`config.mk`:
```
export PLATFORM = sky130hd
export DESIGN_NAME = etxm_port
export DESIGN_NICKNAME = d
export VERILOG_FILES = /design/src/common/etxm_pkg.sv /design/src/common/etxm_if.sv /design/src/rtl/etxm_port.sv /design/src/rtl/etxm_edge_sync.sv /design/src/rtl/etxm_frame_cnt.sv
export VERILOG_INCLUDE_DIRS = /design/src /design/src/common
export SDC_FILE = /design/constraint.sdc
export NUM_CORES = 1
export LEC_CHECK = 0
export ABC_AREA = 1
export BUFFER_PORTS_ARGS = -buffer_cell sky130_fd_sc_hd__buf_2
export CAP_MARGIN = 20
export CORE_MARGIN = 2
export CORE_UTILIZATION = 45
export DETAILED_ROUTE_END_ITERATION = 16
export PLACE_DENSITY = 0.63
export RECOVER_POWER = 25
export SETUP_SLACK_MARGIN = 0.02
export SLEW_MARGIN = 20
export SYNTH_ARGS = -nofsm -noshare
export SYNTH_HDL_FRONTEND = slang
export SYNTH_HIERARCHICAL = 1
export SYNTH_SLANG_ARGS = --single-unit
```
`constraint.sdc`:
```
create_clock -name clk -period 4.67 [get_ports clk]
set_input_delay 0.467 -clock clk [delete_from_list [all_inputs] [get_ports clk]]
set_output_delay 0.467 -clock clk [all_outputs]
set_load 0.02 [all_outputs]
```
`src/common/etxm_params.svh`:
```
// Register indices, field positions, write masks and frame timing of the port.
`ifndef ETXM_PARAMS_SVH
`define ETXM_PARAMS_SVH
`define ETXM_IDX_GLOBAL  8'h10
`define ETXM_IDX_OPTION  8'h42
`define ETXM_IDX_OPMODE  8'h43
`define ETXM_IDX_TSOFF   8'h44
`define ETXM_IDX_BITOFF  8'h45
`define ETXM_IDX_CHANGE  8'h4b
`define ETXM_IDX_IRQCTL  8'h4c
`define ETXM_IDX_PLCEN   8'hcc
`define ETXM_MSK_GLOBAL  8'h07
`define ETXM_MSK_OPTION  8'h1f
`define ETXM_MSK_OPMODE  8'h03
`define ETXM_MSK_TS_MUX  8'h7f
`define ETXM_MSK_TS_NMUX 8'h1f
`define ETXM_MSK_BITOFF  8'h0f
`define ETXM_MSK_IRQCTL  8'h01
`define ETXM_MSK_PLCEN   8'hff
`define ETXM_RST_REG     8'h00
`define ETXM_GB_MUX      0
`define ETXM_GB_SETB     1
`define ETXM_OP_FE       0
`define ETXM_OP_DE       1
`define ETXM_OP_FRAME_PULSE_TYPE    2
`define ETXM_OP_FRAME_PULSE_POLARITY    3
`define ETXM_OP_CMS      4
`define ETXM_BO_EDGE     3
`define ETXM_FRAME_US    125
`define ETXM_MUX_KBPS    8192
`define ETXM_FRAME_BITS  (`ETXM_FRAME_US * `ETXM_MUX_KBPS / 1000)
`define ETXM_LAST_BIT    10'(`ETXM_FRAME_BITS - 1)
`define ETXM_BYTE_END    5'h07
`endif

```
`src/common/etxm_pkg.sv`:
```
// Shared types of the multiplexed transmit backplane port.
package etxm_pkg;
    typedef logic [9:0]      etxm_pos_t;
    typedef logic [1:0][2:0] etxm_lane_link_t;
    typedef logic [1:0][4:0] etxm_lane_ts_t;
    typedef logic [1:0][3:0] etxm_lane_frm_t;
    typedef logic [1:0][7:0] etxm_lane_byte_t;
    typedef struct packed {
        logic [9:0] s1;
        logic [9:0] s2;
        logic       ck3;
    } etxm_sync_st_t;
    typedef struct packed {
        etxm_pos_t  pos;
        logic [3:0] frm;
        logic       seen;
        logic       chg;
    } etxm_cnt_st_t;
    typedef struct packed {
        logic [7:0]      gbl;
        logic [7:0][7:0] opt;
        logic [7:0][7:0] mode;
        logic [7:0][7:0] tso;
        logic [7:0][7:0] bof;
        logic [7:0][7:0] ien;
        logic [7:0][7:0] plc;
        logic [7:0]      chg;
        logic            int_act;
        logic            fp_pend;
        logic            fph;
        logic            lock;
        logic            dph;
        logic            first;
        etxm_lane_byte_t shd;
        etxm_lane_byte_t shs;
        logic            wr_pend;
        logic [10:0]     wr_idx;
        logic [7:0]      rdata;
        logic [1:0]      vld;
        etxm_lane_link_t lnk;
        etxm_lane_ts_t   ts;
        etxm_lane_frm_t  frm;
        etxm_lane_byte_t dat;
        etxm_lane_byte_t sig;
    } etxm_port_st_t;
endpackage

```
`src/common/etxm_if.sv`:
```
// Internal signals between the pin sampler, the frame counter and the port.
interface etxm_if;
    logic                clk_rise;
    logic                clk_fall;
    logic                fp;
    logic [1:0]          dat_a;
    logic [1:0]          sig_a;
    logic [1:0]          dat_b;
    logic [1:0]          sig_b;
    logic                bit_tick;
    logic                start;
    logic                frame_pulse_type;
    logic                chg;
    etxm_pkg::etxm_pos_t pos;
    logic [3:0]          frm;
    modport snc (output clk_rise, clk_fall, fp, dat_a, sig_a, dat_b, sig_b);
    modport cnt (input bit_tick, start, frame_pulse_type, output pos, frm, chg);
endinterface

```
`src/rtl/etxm_port.sv`:
```
// Multiplexed transmit backplane port: pin sampling, link demux and registers.
// Functional notes
// - bus one feeds links one to four, bus two feeds links five to eight.
// - signaling arrives in the timeslot of its payload and stays paired with it.
// - frame pulse sampled on the edge picked by the frame-edge select bit.
// - payload and signaling sampled on the edge picked by the data-edge select.
// - with unequal edge selects the frame pulse leads the first bit by one edge.
// - clock-rate select picks a bus clock at bit rate or twice bit rate.
// - at double rate, link one's bit-offset edge bit picks which of two edges samples data for all links.
// - at double rate the frame pulse is sampled on the first edge of a bit.
// - frame-pulse type picks basic frame or multiframe marking of link one.
// - frame-pulse polarity picks an active-high or active-low frame pulse.
// - flag set when pulse spacing is not a whole number of frames.
// - interrupt output goes low while the flag and its enable are both one.
// - bit and timeslot offsets apply at both clock rates in multiplexed mode; signaling follows payload.
// - timeslot offset spans 0 to 31 non-multiplexed, 0 to 127 multiplexed.
// - single rate: frame start lags pulse by N cycles plus 8 times M cycles.
// - double rate: frame start lags pulse by 2N cycles plus 16 times M cycles.
// - a global bus-select bit picks the main or the backup set of inputs.
`include "etxm_params.svh"

module etxm_port
(
    input  wire logic                clk,
    input  wire logic                reset,
    input  wire logic                hsel,
    input  wire logic [31:0]         haddr,
    input  wire logic [1:0]          htrans,
    input  wire logic                hwrite,
    input  wire logic [2:0]          hsize,
    input  wire logic [31:0]         hwdata,
    input  wire logic                hready,
    output wire logic                hreadyout,
    output wire logic [31:0]         hrdata,
    output wire logic                hresp,
    input  wire logic                mux_tx_bus_clock,
    input  wire logic                mux_tx_frame_pulse,
    input  wire logic [1:0]          mux_tx_data_set_a,
    input  wire logic [1:0]          mux_tx_signaling_a,
    input  wire logic [1:0]          mux_tx_data_set_b,
    input  wire logic [1:0]          mux_tx_signaling_b,
    output wire logic                int_n,
    output wire logic [1:0]          lane_valid,
    output etxm_pkg::etxm_lane_link_t lane_link,
    output etxm_pkg::etxm_lane_ts_t  lane_ts,
    output etxm_pkg::etxm_lane_frm_t lane_frame,
    output etxm_pkg::etxm_lane_byte_t lane_data,
    output etxm_pkg::etxm_lane_byte_t lane_sig
);
    import etxm_pkg::*;

    // ****************************************************************
    // Declarations
    // ****************************************************************
    etxm_if        bus_if ();
    etxm_port_st_t st_q;
    etxm_port_st_t st_d;
    logic          mux_on;
    logic          clock_rate_sel;
    logic          fev;
    logic          dev;
    logic          fpl;
    logic          fp_hit;
    logic          fresh;
    logic          ph;
    logic          take;
    logic          first_now;
    etxm_pos_t     cur;
    etxm_pos_t     rel;
    logic [2:0]    lk;
    logic          ap;
    logic          in_map;
    logic [10:0]   idx;
    logic [2:0]    wl;
    logic [7:0]    ws;
    logic [7:0]    wv;

    // Frame start sits this many bus bits behind the pulse; a bit lasts one or two clocks.
    function automatic etxm_pos_t etxm_rel(etxm_pos_t pos, logic [7:0] tso, logic [7:0] bof);
        return 10'(pos - {tso[6:0], 3'b000} - {7'h00, bof[2:0]});
    endfunction

    function automatic logic [7:0] etxm_wmask(logic [7:0] sel, logic mux);
        case (sel)
            `ETXM_IDX_GLOBAL: return `ETXM_MSK_GLOBAL;
            `ETXM_IDX_OPTION: return `ETXM_MSK_OPTION;
            `ETXM_IDX_OPMODE: return `ETXM_MSK_OPMODE;
            `ETXM_IDX_TSOFF:  return mux ? `ETXM_MSK_TS_MUX : `ETXM_MSK_TS_NMUX;
            `ETXM_IDX_BITOFF: return `ETXM_MSK_BITOFF;
            `ETXM_IDX_IRQCTL: return `ETXM_MSK_IRQCTL;
            `ETXM_IDX_PLCEN:  return `ETXM_MSK_PLCEN;
            default:          return 8'h00;
        endcase
    endfunction

    // ****************************************************************
    // Pin sampling and frame counting
    // ****************************************************************
    etxm_edge_sync u_sync
    (
        .clk   (clk),
        .reset (reset),
        .pins  ({mux_tx_signaling_b, mux_tx_data_set_b, mux_tx_signaling_a,
                 mux_tx_data_set_a, mux_tx_frame_pulse, mux_tx_bus_clock}),
        .sy    (bus_if.snc)
    );

    etxm_frame_cnt u_cnt
    (
        .clk   (clk),
        .reset (reset),
        .cn    (bus_if.cnt)
    );

    assign bus_if.bit_tick = take;
    assign bus_if.start    = take & first_now;
    assign bus_if.frame_pulse_type    = st_q.opt[0][`ETXM_OP_FRAME_PULSE_TYPE];

    // ****************************************************************
    // Next state
    // ****************************************************************
    always_comb
    begin
        st_d   = st_q;
        rel    = '0;
        lk     = '0;
        wl     = '0;
        ws     = '0;
        wv     = '0;
        mux_on = st_q.gbl[`ETXM_GB_MUX];

        // The bus is shared by all links, so link one's copy of each select governs it.
        clock_rate_sel = st_q.opt[0][`ETXM_OP_CMS];
        fev = st_q.opt[0][`ETXM_OP_FE] ? bus_if.clk_fall : bus_if.clk_rise;
        dev = (st_q.opt[0][`ETXM_OP_DE] ? bus_if.clk_fall : bus_if.clk_rise) & mux_on;
        fpl = bus_if.fp ^ st_q.opt[0][`ETXM_OP_FRAME_PULSE_POLARITY];

        // Until the first pulse is found the edge phase is unknown, so every edge may catch it.
        fp_hit    = fev & fpl & mux_on & (~clock_rate_sel | ~st_q.fph | ~st_q.lock);
        fresh     = fp_hit | st_q.fp_pend;
        ph        = fresh ? 1'b0 : st_q.dph;
        take      = dev & (~clock_rate_sel | (ph == st_q.bof[0][`ETXM_BO_EDGE]));
        first_now = fresh | st_q.first;
        cur       = first_now ? '0 : 10'(bus_if.pos + 10'h001);

        if (fev & mux_on)
        begin
            st_d.fph  = fp_hit ? 1'b1 : ~st_q.fph;
            st_d.lock = st_q.lock | fp_hit;
        end
        if (dev)
        begin
            st_d.fp_pend = 1'b0;
            st_d.dph     = ~ph;
            st_d.first   = first_now & ~take;
        end
        else if (fp_hit)
        begin
            // The pulse was caught on the other edge; the next data edge holds bit zero.
            st_d.fp_pend = 1'b1;
        end

        // ************************************************************
        // Demultiplexing of the two buses
        // ************************************************************
        st_d.vld = '0;
        for (int b = 0; b < 2; b++)
        begin
            if (take)
            begin
                st_d.shd[b] = {st_q.shd[b][6:0],
                               st_q.gbl[`ETXM_GB_SETB] ? bus_if.dat_b[b] : bus_if.dat_a[b]};
                st_d.shs[b] = {st_q.shs[b][6:0],
                               st_q.gbl[`ETXM_GB_SETB] ? bus_if.sig_b[b] : bus_if.sig_a[b]};
                // Equal offsets collide; the lowest link wins and the others lose the byte.
                for (int k = 3; k >= 0; k--)
                begin
                    lk  = 3'(b * 4 + k);
                    rel = etxm_rel(cur, st_q.tso[lk], st_q.bof[lk]);
                    if (rel[4:0] == `ETXM_BYTE_END)
                    begin
                        st_d.vld[b] = 1'b1;
                        st_d.lnk[b] = lk;
                        st_d.ts[b]  = rel[9:5];
                        st_d.frm[b] = bus_if.frm;
                        st_d.dat[b] = st_d.shd[b];
                        st_d.sig[b] = st_d.shs[b];
                    end
                end
            end
        end

        // ************************************************************
        // Register access
        // ************************************************************
        ap     = hsel & hready & htrans[1];
        in_map = (haddr[31:13] == 19'h00000);
        idx    = haddr[12:2];
        st_d.wr_pend = ap & hwrite & in_map;
        if (ap & hwrite)
            st_d.wr_idx = idx;

        if (ap & ~hwrite)
        begin
            st_d.rdata = '0;
            lk         = idx[10:8];
            if (in_map)
            begin
                case (idx[7:0])
                    `ETXM_IDX_GLOBAL: st_d.rdata = (lk == 3'h0) ? st_q.gbl : 8'h00;
                    `ETXM_IDX_OPTION: st_d.rdata = st_q.opt[lk];
                    `ETXM_IDX_OPMODE: st_d.rdata = st_q.mode[lk];
                    `ETXM_IDX_TSOFF:  st_d.rdata = st_q.tso[lk];
                    `ETXM_IDX_BITOFF: st_d.rdata = st_q.bof[lk];
                    `ETXM_IDX_IRQCTL: st_d.rdata = st_q.ien[lk];
                    `ETXM_IDX_PLCEN:  st_d.rdata = st_q.plc[lk];
                    `ETXM_IDX_CHANGE:
                    begin
                        // Reading the flag clears it.
                        st_d.rdata    = {7'h00, st_q.chg[lk]};
                        st_d.chg[lk]  = 1'b0;
                    end
                    default:          st_d.rdata = 8'h00;
                endcase
            end
        end

        if (st_q.wr_pend)
        begin
            wl = st_q.wr_idx[10:8];
            ws = st_q.wr_idx[7:0];
            wv = hwdata[7:0] & etxm_wmask(ws, mux_on);
            case (ws)
                `ETXM_IDX_GLOBAL:
                begin
                    if (wl == 3'h0)
                        st_d.gbl = wv;
                end
                `ETXM_IDX_OPTION: st_d.opt[wl]  = wv;
                `ETXM_IDX_OPMODE: st_d.mode[wl] = wv;
                `ETXM_IDX_TSOFF:  st_d.tso[wl]  = wv;
                `ETXM_IDX_BITOFF: st_d.bof[wl]  = wv;
                `ETXM_IDX_IRQCTL: st_d.ien[wl]  = wv;
                `ETXM_IDX_PLCEN:  st_d.plc[wl]  = wv;
                default:          st_d.gbl      = st_q.gbl;
            endcase
        end

        // A misplaced pulse shows in every link; it wins over a clearing read.
        if (bus_if.chg)
            st_d.chg = 8'hff;

        st_d.int_act = 1'b0;
        for (int l = 0; l < 8; l++)
        begin
            if (st_d.chg[l] & st_d.ien[l][0])
                st_d.int_act = 1'b1;
        end
    end

    // ****************************************************************
    // State register
    // ****************************************************************
    always_ff @(posedge clk)
    begin
        if (reset)
            st_q <= '0;
        else
            st_q <= st_d;
    end

    // ****************************************************************
    // Outputs
    // ****************************************************************
    assign hreadyout  = 1'b1;
    assign hresp      = 1'b0;
    assign hrdata     = {24'h000000, st_q.rdata};
    assign int_n      = ~st_q.int_act;
    assign lane_valid = st_q.vld;
    assign lane_link  = st_q.lnk;
    assign lane_ts    = st_q.ts;
    assign lane_frame = st_q.frm;
    assign lane_data  = st_q.dat;
    assign lane_sig   = st_q.sig;
endmodule

```
`src/rtl/etxm_edge_sync.sv`:
```
// Two-stage synchroniser for the bus pins and edge finder for the bus clock.
module etxm_edge_sync
(
    input  wire logic       clk,
    input  wire logic       reset,
    input  wire logic [9:0] pins,
    etxm_if.snc             sy
);
    import etxm_pkg::*;
    etxm_sync_st_t st_q;
    etxm_sync_st_t st_d;

    always_comb
    begin
        st_d     = st_q;
        st_d.s1  = pins;
        st_d.s2  = st_q.s1;
        st_d.ck3 = st_q.s2[0];
    end

    always_ff @(posedge clk)
    begin
        if (reset)
            st_q <= '0;
        else
            st_q <= st_d;
    end

    // Data pins go through the same two stages, so they line up with the clock edges.
    assign sy.clk_rise = st_q.s2[0] & ~st_q.ck3;
    assign sy.clk_fall = ~st_q.s2[0] & st_q.ck3;
    assign sy.fp       = st_q.s2[1];
    assign sy.dat_a    = st_q.s2[3:2];
    assign sy.sig_a    = st_q.s2[5:4];
    assign sy.dat_b    = st_q.s2[7:6];
    assign sy.sig_b    = st_q.s2[9:8];
endmodule

```
`src/rtl/etxm_frame_cnt.sv`:
```
// Bit position counter of the bus frame and frame pulse spacing monitor.
`include "etxm_params.svh"

module etxm_frame_cnt
(
    input  wire logic clk,
    input  wire logic reset,
    etxm_if.cnt       cn
);
    import etxm_pkg::*;
    etxm_cnt_st_t st_q;
    etxm_cnt_st_t st_d;
    logic         wrap;

    always_comb
    begin
        st_d     = st_q;
        st_d.chg = 1'b0;
        wrap     = (st_q.pos == `ETXM_LAST_BIT);
        if (cn.bit_tick)
        begin
            st_d.pos = cn.start ? '0 : 10'(st_q.pos + 10'h001);
            if (cn.start)
            begin
                // After the first pulse, a pulse is legal only right after the last bit of a frame.
                st_d.chg  = st_q.seen & ~wrap;
                st_d.seen = 1'b1;
            end
            if (cn.start & cn.frame_pulse_type)
                st_d.frm = '0;
            else if (cn.start | wrap)
                st_d.frm = 4'(st_q.frm + 4'h1);
        end
    end

    always_ff @(posedge clk)
    begin
        if (reset)
            st_q <= '0;
        else
            st_q <= st_d;
    end

    assign cn.pos = st_q.pos;
    assign cn.frm = st_q.frm;
    assign cn.chg = st_q.chg;
endmodule

```
==> results.py <==
metrics = {
    "outcome": {
        "outcome": "complete, but fails checks",
        "violations": "max-capacitance violations, max-slew violations",
    },
    "routing": {
        "drtAntennaViolNets": 0,
        "via_per_inst": 5.330,
        "vias": 24030,
        "wl_per_cell_um": 17.73,
        "drc_errors": 0,
        "firstDrtPassIters": 6,
        "drt_first_iter_violations": 2063,
        "routed_wl_mm": 79.93,
    },
    "placement": {
        "placed_area_sq_mm": 0.02787,
        "port_buffers": 119,
        "gp_congestion": 0.8913,
        "hpwlAfterDp_mm": 55.19,
    },
    "worst_hold_path": {
        "worstHoldEndpoint": "u_sync/st_d[3]$_SDFF_PP0_",
        "worst_hold_path_type": "in -> reg",
        "worst_hold_path.num_cells": 3,
        "hold_start": "mux_tx_data_set_a[0]",
    },
    "clock_tree": {
        "cts_num_sinks": 548,
        "cts_buffer_depth": 3,
        "h-tree-depth": 2,
        "cts_buffers": 54,
        "clock_latency_ns": 0.62,
        "clkTransAtPathRegs_ns": 0.06,
        "cts_tree": "yes",
        "clock-root-buffer": "clkbuf_16",
    },
    "power_and_ir_drop": {
        "total_power_mw": 9.672,
        "powerDensity_mw_per_mm2": 326.7,
        "p_leak_nw": 12.66,
        "vdd_ir_drop_max_uv": 326.3,
    },
    "timing": {
        "period_share_pct": 89.46,
        "rsz0062_at_grt": "false",
        "clock_skew_ns": 0.02343,
        "period_minus_slack_ns": 4.178,
        "worst_pin_slew_ns": 4.108,
        "hold_viol": 0,
        "fmax_mhz": 239.4,
        "drv_slew": 344,
        "max-slew-margin-rel_pct": -173.9,
        "finalSetupViolCount": 0,
        "setup_tns_ns": 0,
        "holdWs_ns": 0.05525,
    },
    "floorplanning": {
        "core_area_sq_mm": 0.06025,
        "initial_core_util_pct": 45.44,
        "rows": 90,
        "chipHeight_um": 250.7,
        "pin_count": 177,
        "dieArea_sq_mm": 0.06283,
        "dieWidth_um": 250.7,
    },
    "synth": {
        "yosysSeqAreaShare_pct": 40.07,
        "post_synth.cell_area_avg_sq_um": 7.326,
        "synth_edf_count": 0,
        "ys_ff_latch": 548,
        "synth_async_sr_flop_share_pct": 0,
        "ys.warnings.count": 6,
        "yosysTopAreaCell": "dfxtp_1",
        "syn_inst": 3737,
        "synth_cell_types": 60,
        "synth_flop_cell": "dfxtp_1",
        "synth_area_sq_mm": 0.02738,
        "synth_top_area_share_pct": 40.07,
        "yosys-top-cells-area": "dfxtp_1 (40%), o21ai_0 (8.8%), a21oi_1 (7.2%), inv_1 (6.8%), ha_1 (5.6%)",
    },
    "critical_path": {
        "critical-path-top-delay-family": "simple AND/OR/NAND/NOR gates",
        "cp_slowest_cell": "fa_1",
        "path_buf_inv": 4,
        "worstPathArrival_ns": 4.74,
        "crit_cells": 23,
        "critPathKind": "reg -> reg",
        "regToRegEndpoint": "lane_sig[8]$_SDFFE_PP0P_",
        "r2r_cells": 23,
        "cp_cell_sequence": "inv_1 -> nor2_1 -> nand2_1 -> nand2_2 -> nand4_4 -> nand3_4 -> inv_1 -> nand2_2 -> ha_1 -> inv_1 -> fa_1 -> o21ai_0 -> nand2_1 -> xor2_1 -> nor4_1 -> nand3_2 -> nand2_2 -> nor2_1 -> nor2_2 -> nand2_1 -> inv_1 -> nand2_1 -> nand2_1",
        "cp_data_required_time_ns": 5.23,
        "ff2ff_setup_slack_ns": 0.49,
        "max_stage_delay_ns": 0.42,
        "setup.worst_path.end_class": "register",
        "critical_path_peak_fanout": 14,
        "path_common_cell": "nand2_1",
        "startpoint_type": "register",
        "reg2reg_from": "u_sync/st_d[0]$_SDFF_PP0_",
    },
    "cells_and_area": {
        "syn2layout_area_growth_pct": 8.144,
        "design_area_sq_mm": 0.02961,
        "final_common_cell": "dfxtp_1",
        "final_cell_mix": "dfxtp_1 (548), inv_1 (497), o21ai_0 (479)",
        "antenna_cells": 0,
        "num-nets-final": 3904,
        "drive_gt1_share_pct": 6.761,
    },
    "global_routing": {
        "antenna_found_initial": 0,
        "grt_max_degree": 147,
        "grt_pass1_wl_mm": 124.6,
        "grt_pass1_vias": 21920,
        "track_usage_pct": 25.04,
        "grt.overflow.total": 0,
    },
    "job": {
        "cap_violations": 4,
    },
}
-- Yosys cell counts (all sizes together) (3+ instances only) --
cell and instances:
o211ai 22, nor2 418, nand3 141, ha 123
o31ai 3, o21bai 11, xor2 36, a21boi 4
a22oi 3, nand4 19, o21a 3, buf 143
nor3 104, o21ai 507, o2111ai 7, a211oi 7
o221ai 6, a22o 5, xnor2 17, a31oi 4
nor4 14, nand2 411, mux2 4, o311ai 3
nand3b 5, dfxtp 548, or2 10, clkbuf 151
o22ai 25, inv 506, nor3b 49, o41ai 6
a21oi 395, fa 8, o2111a 5
-- kinds of logic (layout without fill, tap and decap cells) --
logic type	Yosys count	in the layout	synth area share (%)
AND/OR/NAND/NOR	1175	1175	19.00
AO/OA/AOI/OAI	1022	1022	20.03
buffers and inverters	802	767	12.81
flip-flops	548	548	40.07
adder cells (fa/ha/maj)	131	131	6.206
XOR/XNOR	53	53	1.696
multiplexers	4	4	0.1645
other	2	27	0.02743
-- per-stage QoR --
stage	utilization, %	worst slack (ns)	cells
after floorplan	-	1.307	3762
after global placement	46.27	0.4463	4415
after detailed placement	46.27	0.3697	4415
after CTS	49.32	0.3523	4509
after global routing	49.14	0.1108	4509
final	49.14	0.4922	4509
-- worst max path at each step --
stage / startpoint / endpoint / slack [ns]
global placement: u_sync/st_q[0]$_SDFF_PP0_ / lane_sig[8]$_SDFFE_PP0P_ / 0.45
detailed placement: u_sync/st_d[0]$_SDFF_PP0_ / lane_data[8]$_SDFFE_PP0P_ / 0.37
finish: u_sync/st_d[0]$_SDFF_PP0_ / lane_sig[8]$_SDFFE_PP0P_ / 0.49
CTS: u_sync/st_d[0]$_SDFF_PP0_ / lane_sig[8]$_SDFFE_PP0P_ / 0.35
global route: u_sync/st_d[0]$_SDFF_PP0_ / lane_sig[8]$_SDFFE_PP0P_ / 0.11
floorplan: u_sync/st_d[0]$_SDFF_PP0_ / lane_frame[0]$_SDFFE_PP0P_ / 1.31
-- sequential cells by signal, summed over array words and instances (netlist names), 2 cells and up --
| name | flops |
|---|---|
| u_sync/sy.sig_a | 2 |
| u_cnt/cn.pos | 10 |
| u_cnt/cn.frm | 4 |
| st_q | 443 |
| lane_valid | 2 |
| lane_data | 16 |
| lane_link | 5 |
| lane_sig | 16 |
| u_sync/sy.dat_a | 2 |
| u_sync/sy.dat_b | 2 |
| u_sync/st_d | 11 |
| lane_ts | 10 |
| lane_frame | 8 |
| u_sync/sy.sig_b | 2 |
| hrdata | 8 |
-- report_power, final --
| group | switching (mW) | leakage (nW) | internal (mW) | total [mW] |
|---|---|---|---|---|
| clock | 1.90 | 0.900 | 2.68 | 4.57 |
| combinational | 0.315 | 7.34 | 0.0931 | 0.408 |
| sequential | 0.00562 | 4.42 | 4.68 | 4.69 |
| total | 2.22 | 12.7 | 7.46 | 9.67 |
-- timing repair --
item	CTS	global route
resized for setup	0	1
setup buffers	0	0
hold buffers	0	0
setup endpoints to repair	0	11
-- cell type report --
cell class	instances	area, sq um
multi-input combinational	2412	13030
clock inverter	15	256.5
sequential	548	10970
fill	6021	30640
tap	782	978.4
timing repair buffer	165	872.1
clock buffer	79	1585
inverter	508	1917
-- per-layer routing --
| metal | GRT usage [%] | vias up | wire length, um |
|---|---|---|---|
| li1 | - | 12080 | - |
| met1 | 35.59 | 11150 | 37590 |
| met5 | 0 | - | 0 |
| met4 | 6.313 | 0 | 1720 |
| met2 | 40.27 | 693 | 35800 |
| met3 | 3.014 | 116 | 4831 |
-- worst reg2reg max path, stage by stage (launching register included) --
cell,delay (ns)
dfxtp_1,0.34
inv_1,0.06
nor2_1,0.12
nand2_1,0.08
nand2_2,0.09
nand4_4,0.15
nand3_4,0.18
inv_1,0.14
nand2_2,0.26
ha_1,0.21
inv_1,0.06
fa_1,0.42
o21ai_0,0.19
nand2_1,0.13
xor2_1,0.16
nor4_1,0.27
nand3_2,0.22
nand2_2,0.17
nor2_1,0.07
nor2_2,0.13
nand2_1,0.34
inv_1,0.23
nand2_1,0.07
nand2_1,0.05
(Power assumes the default switching activity.)
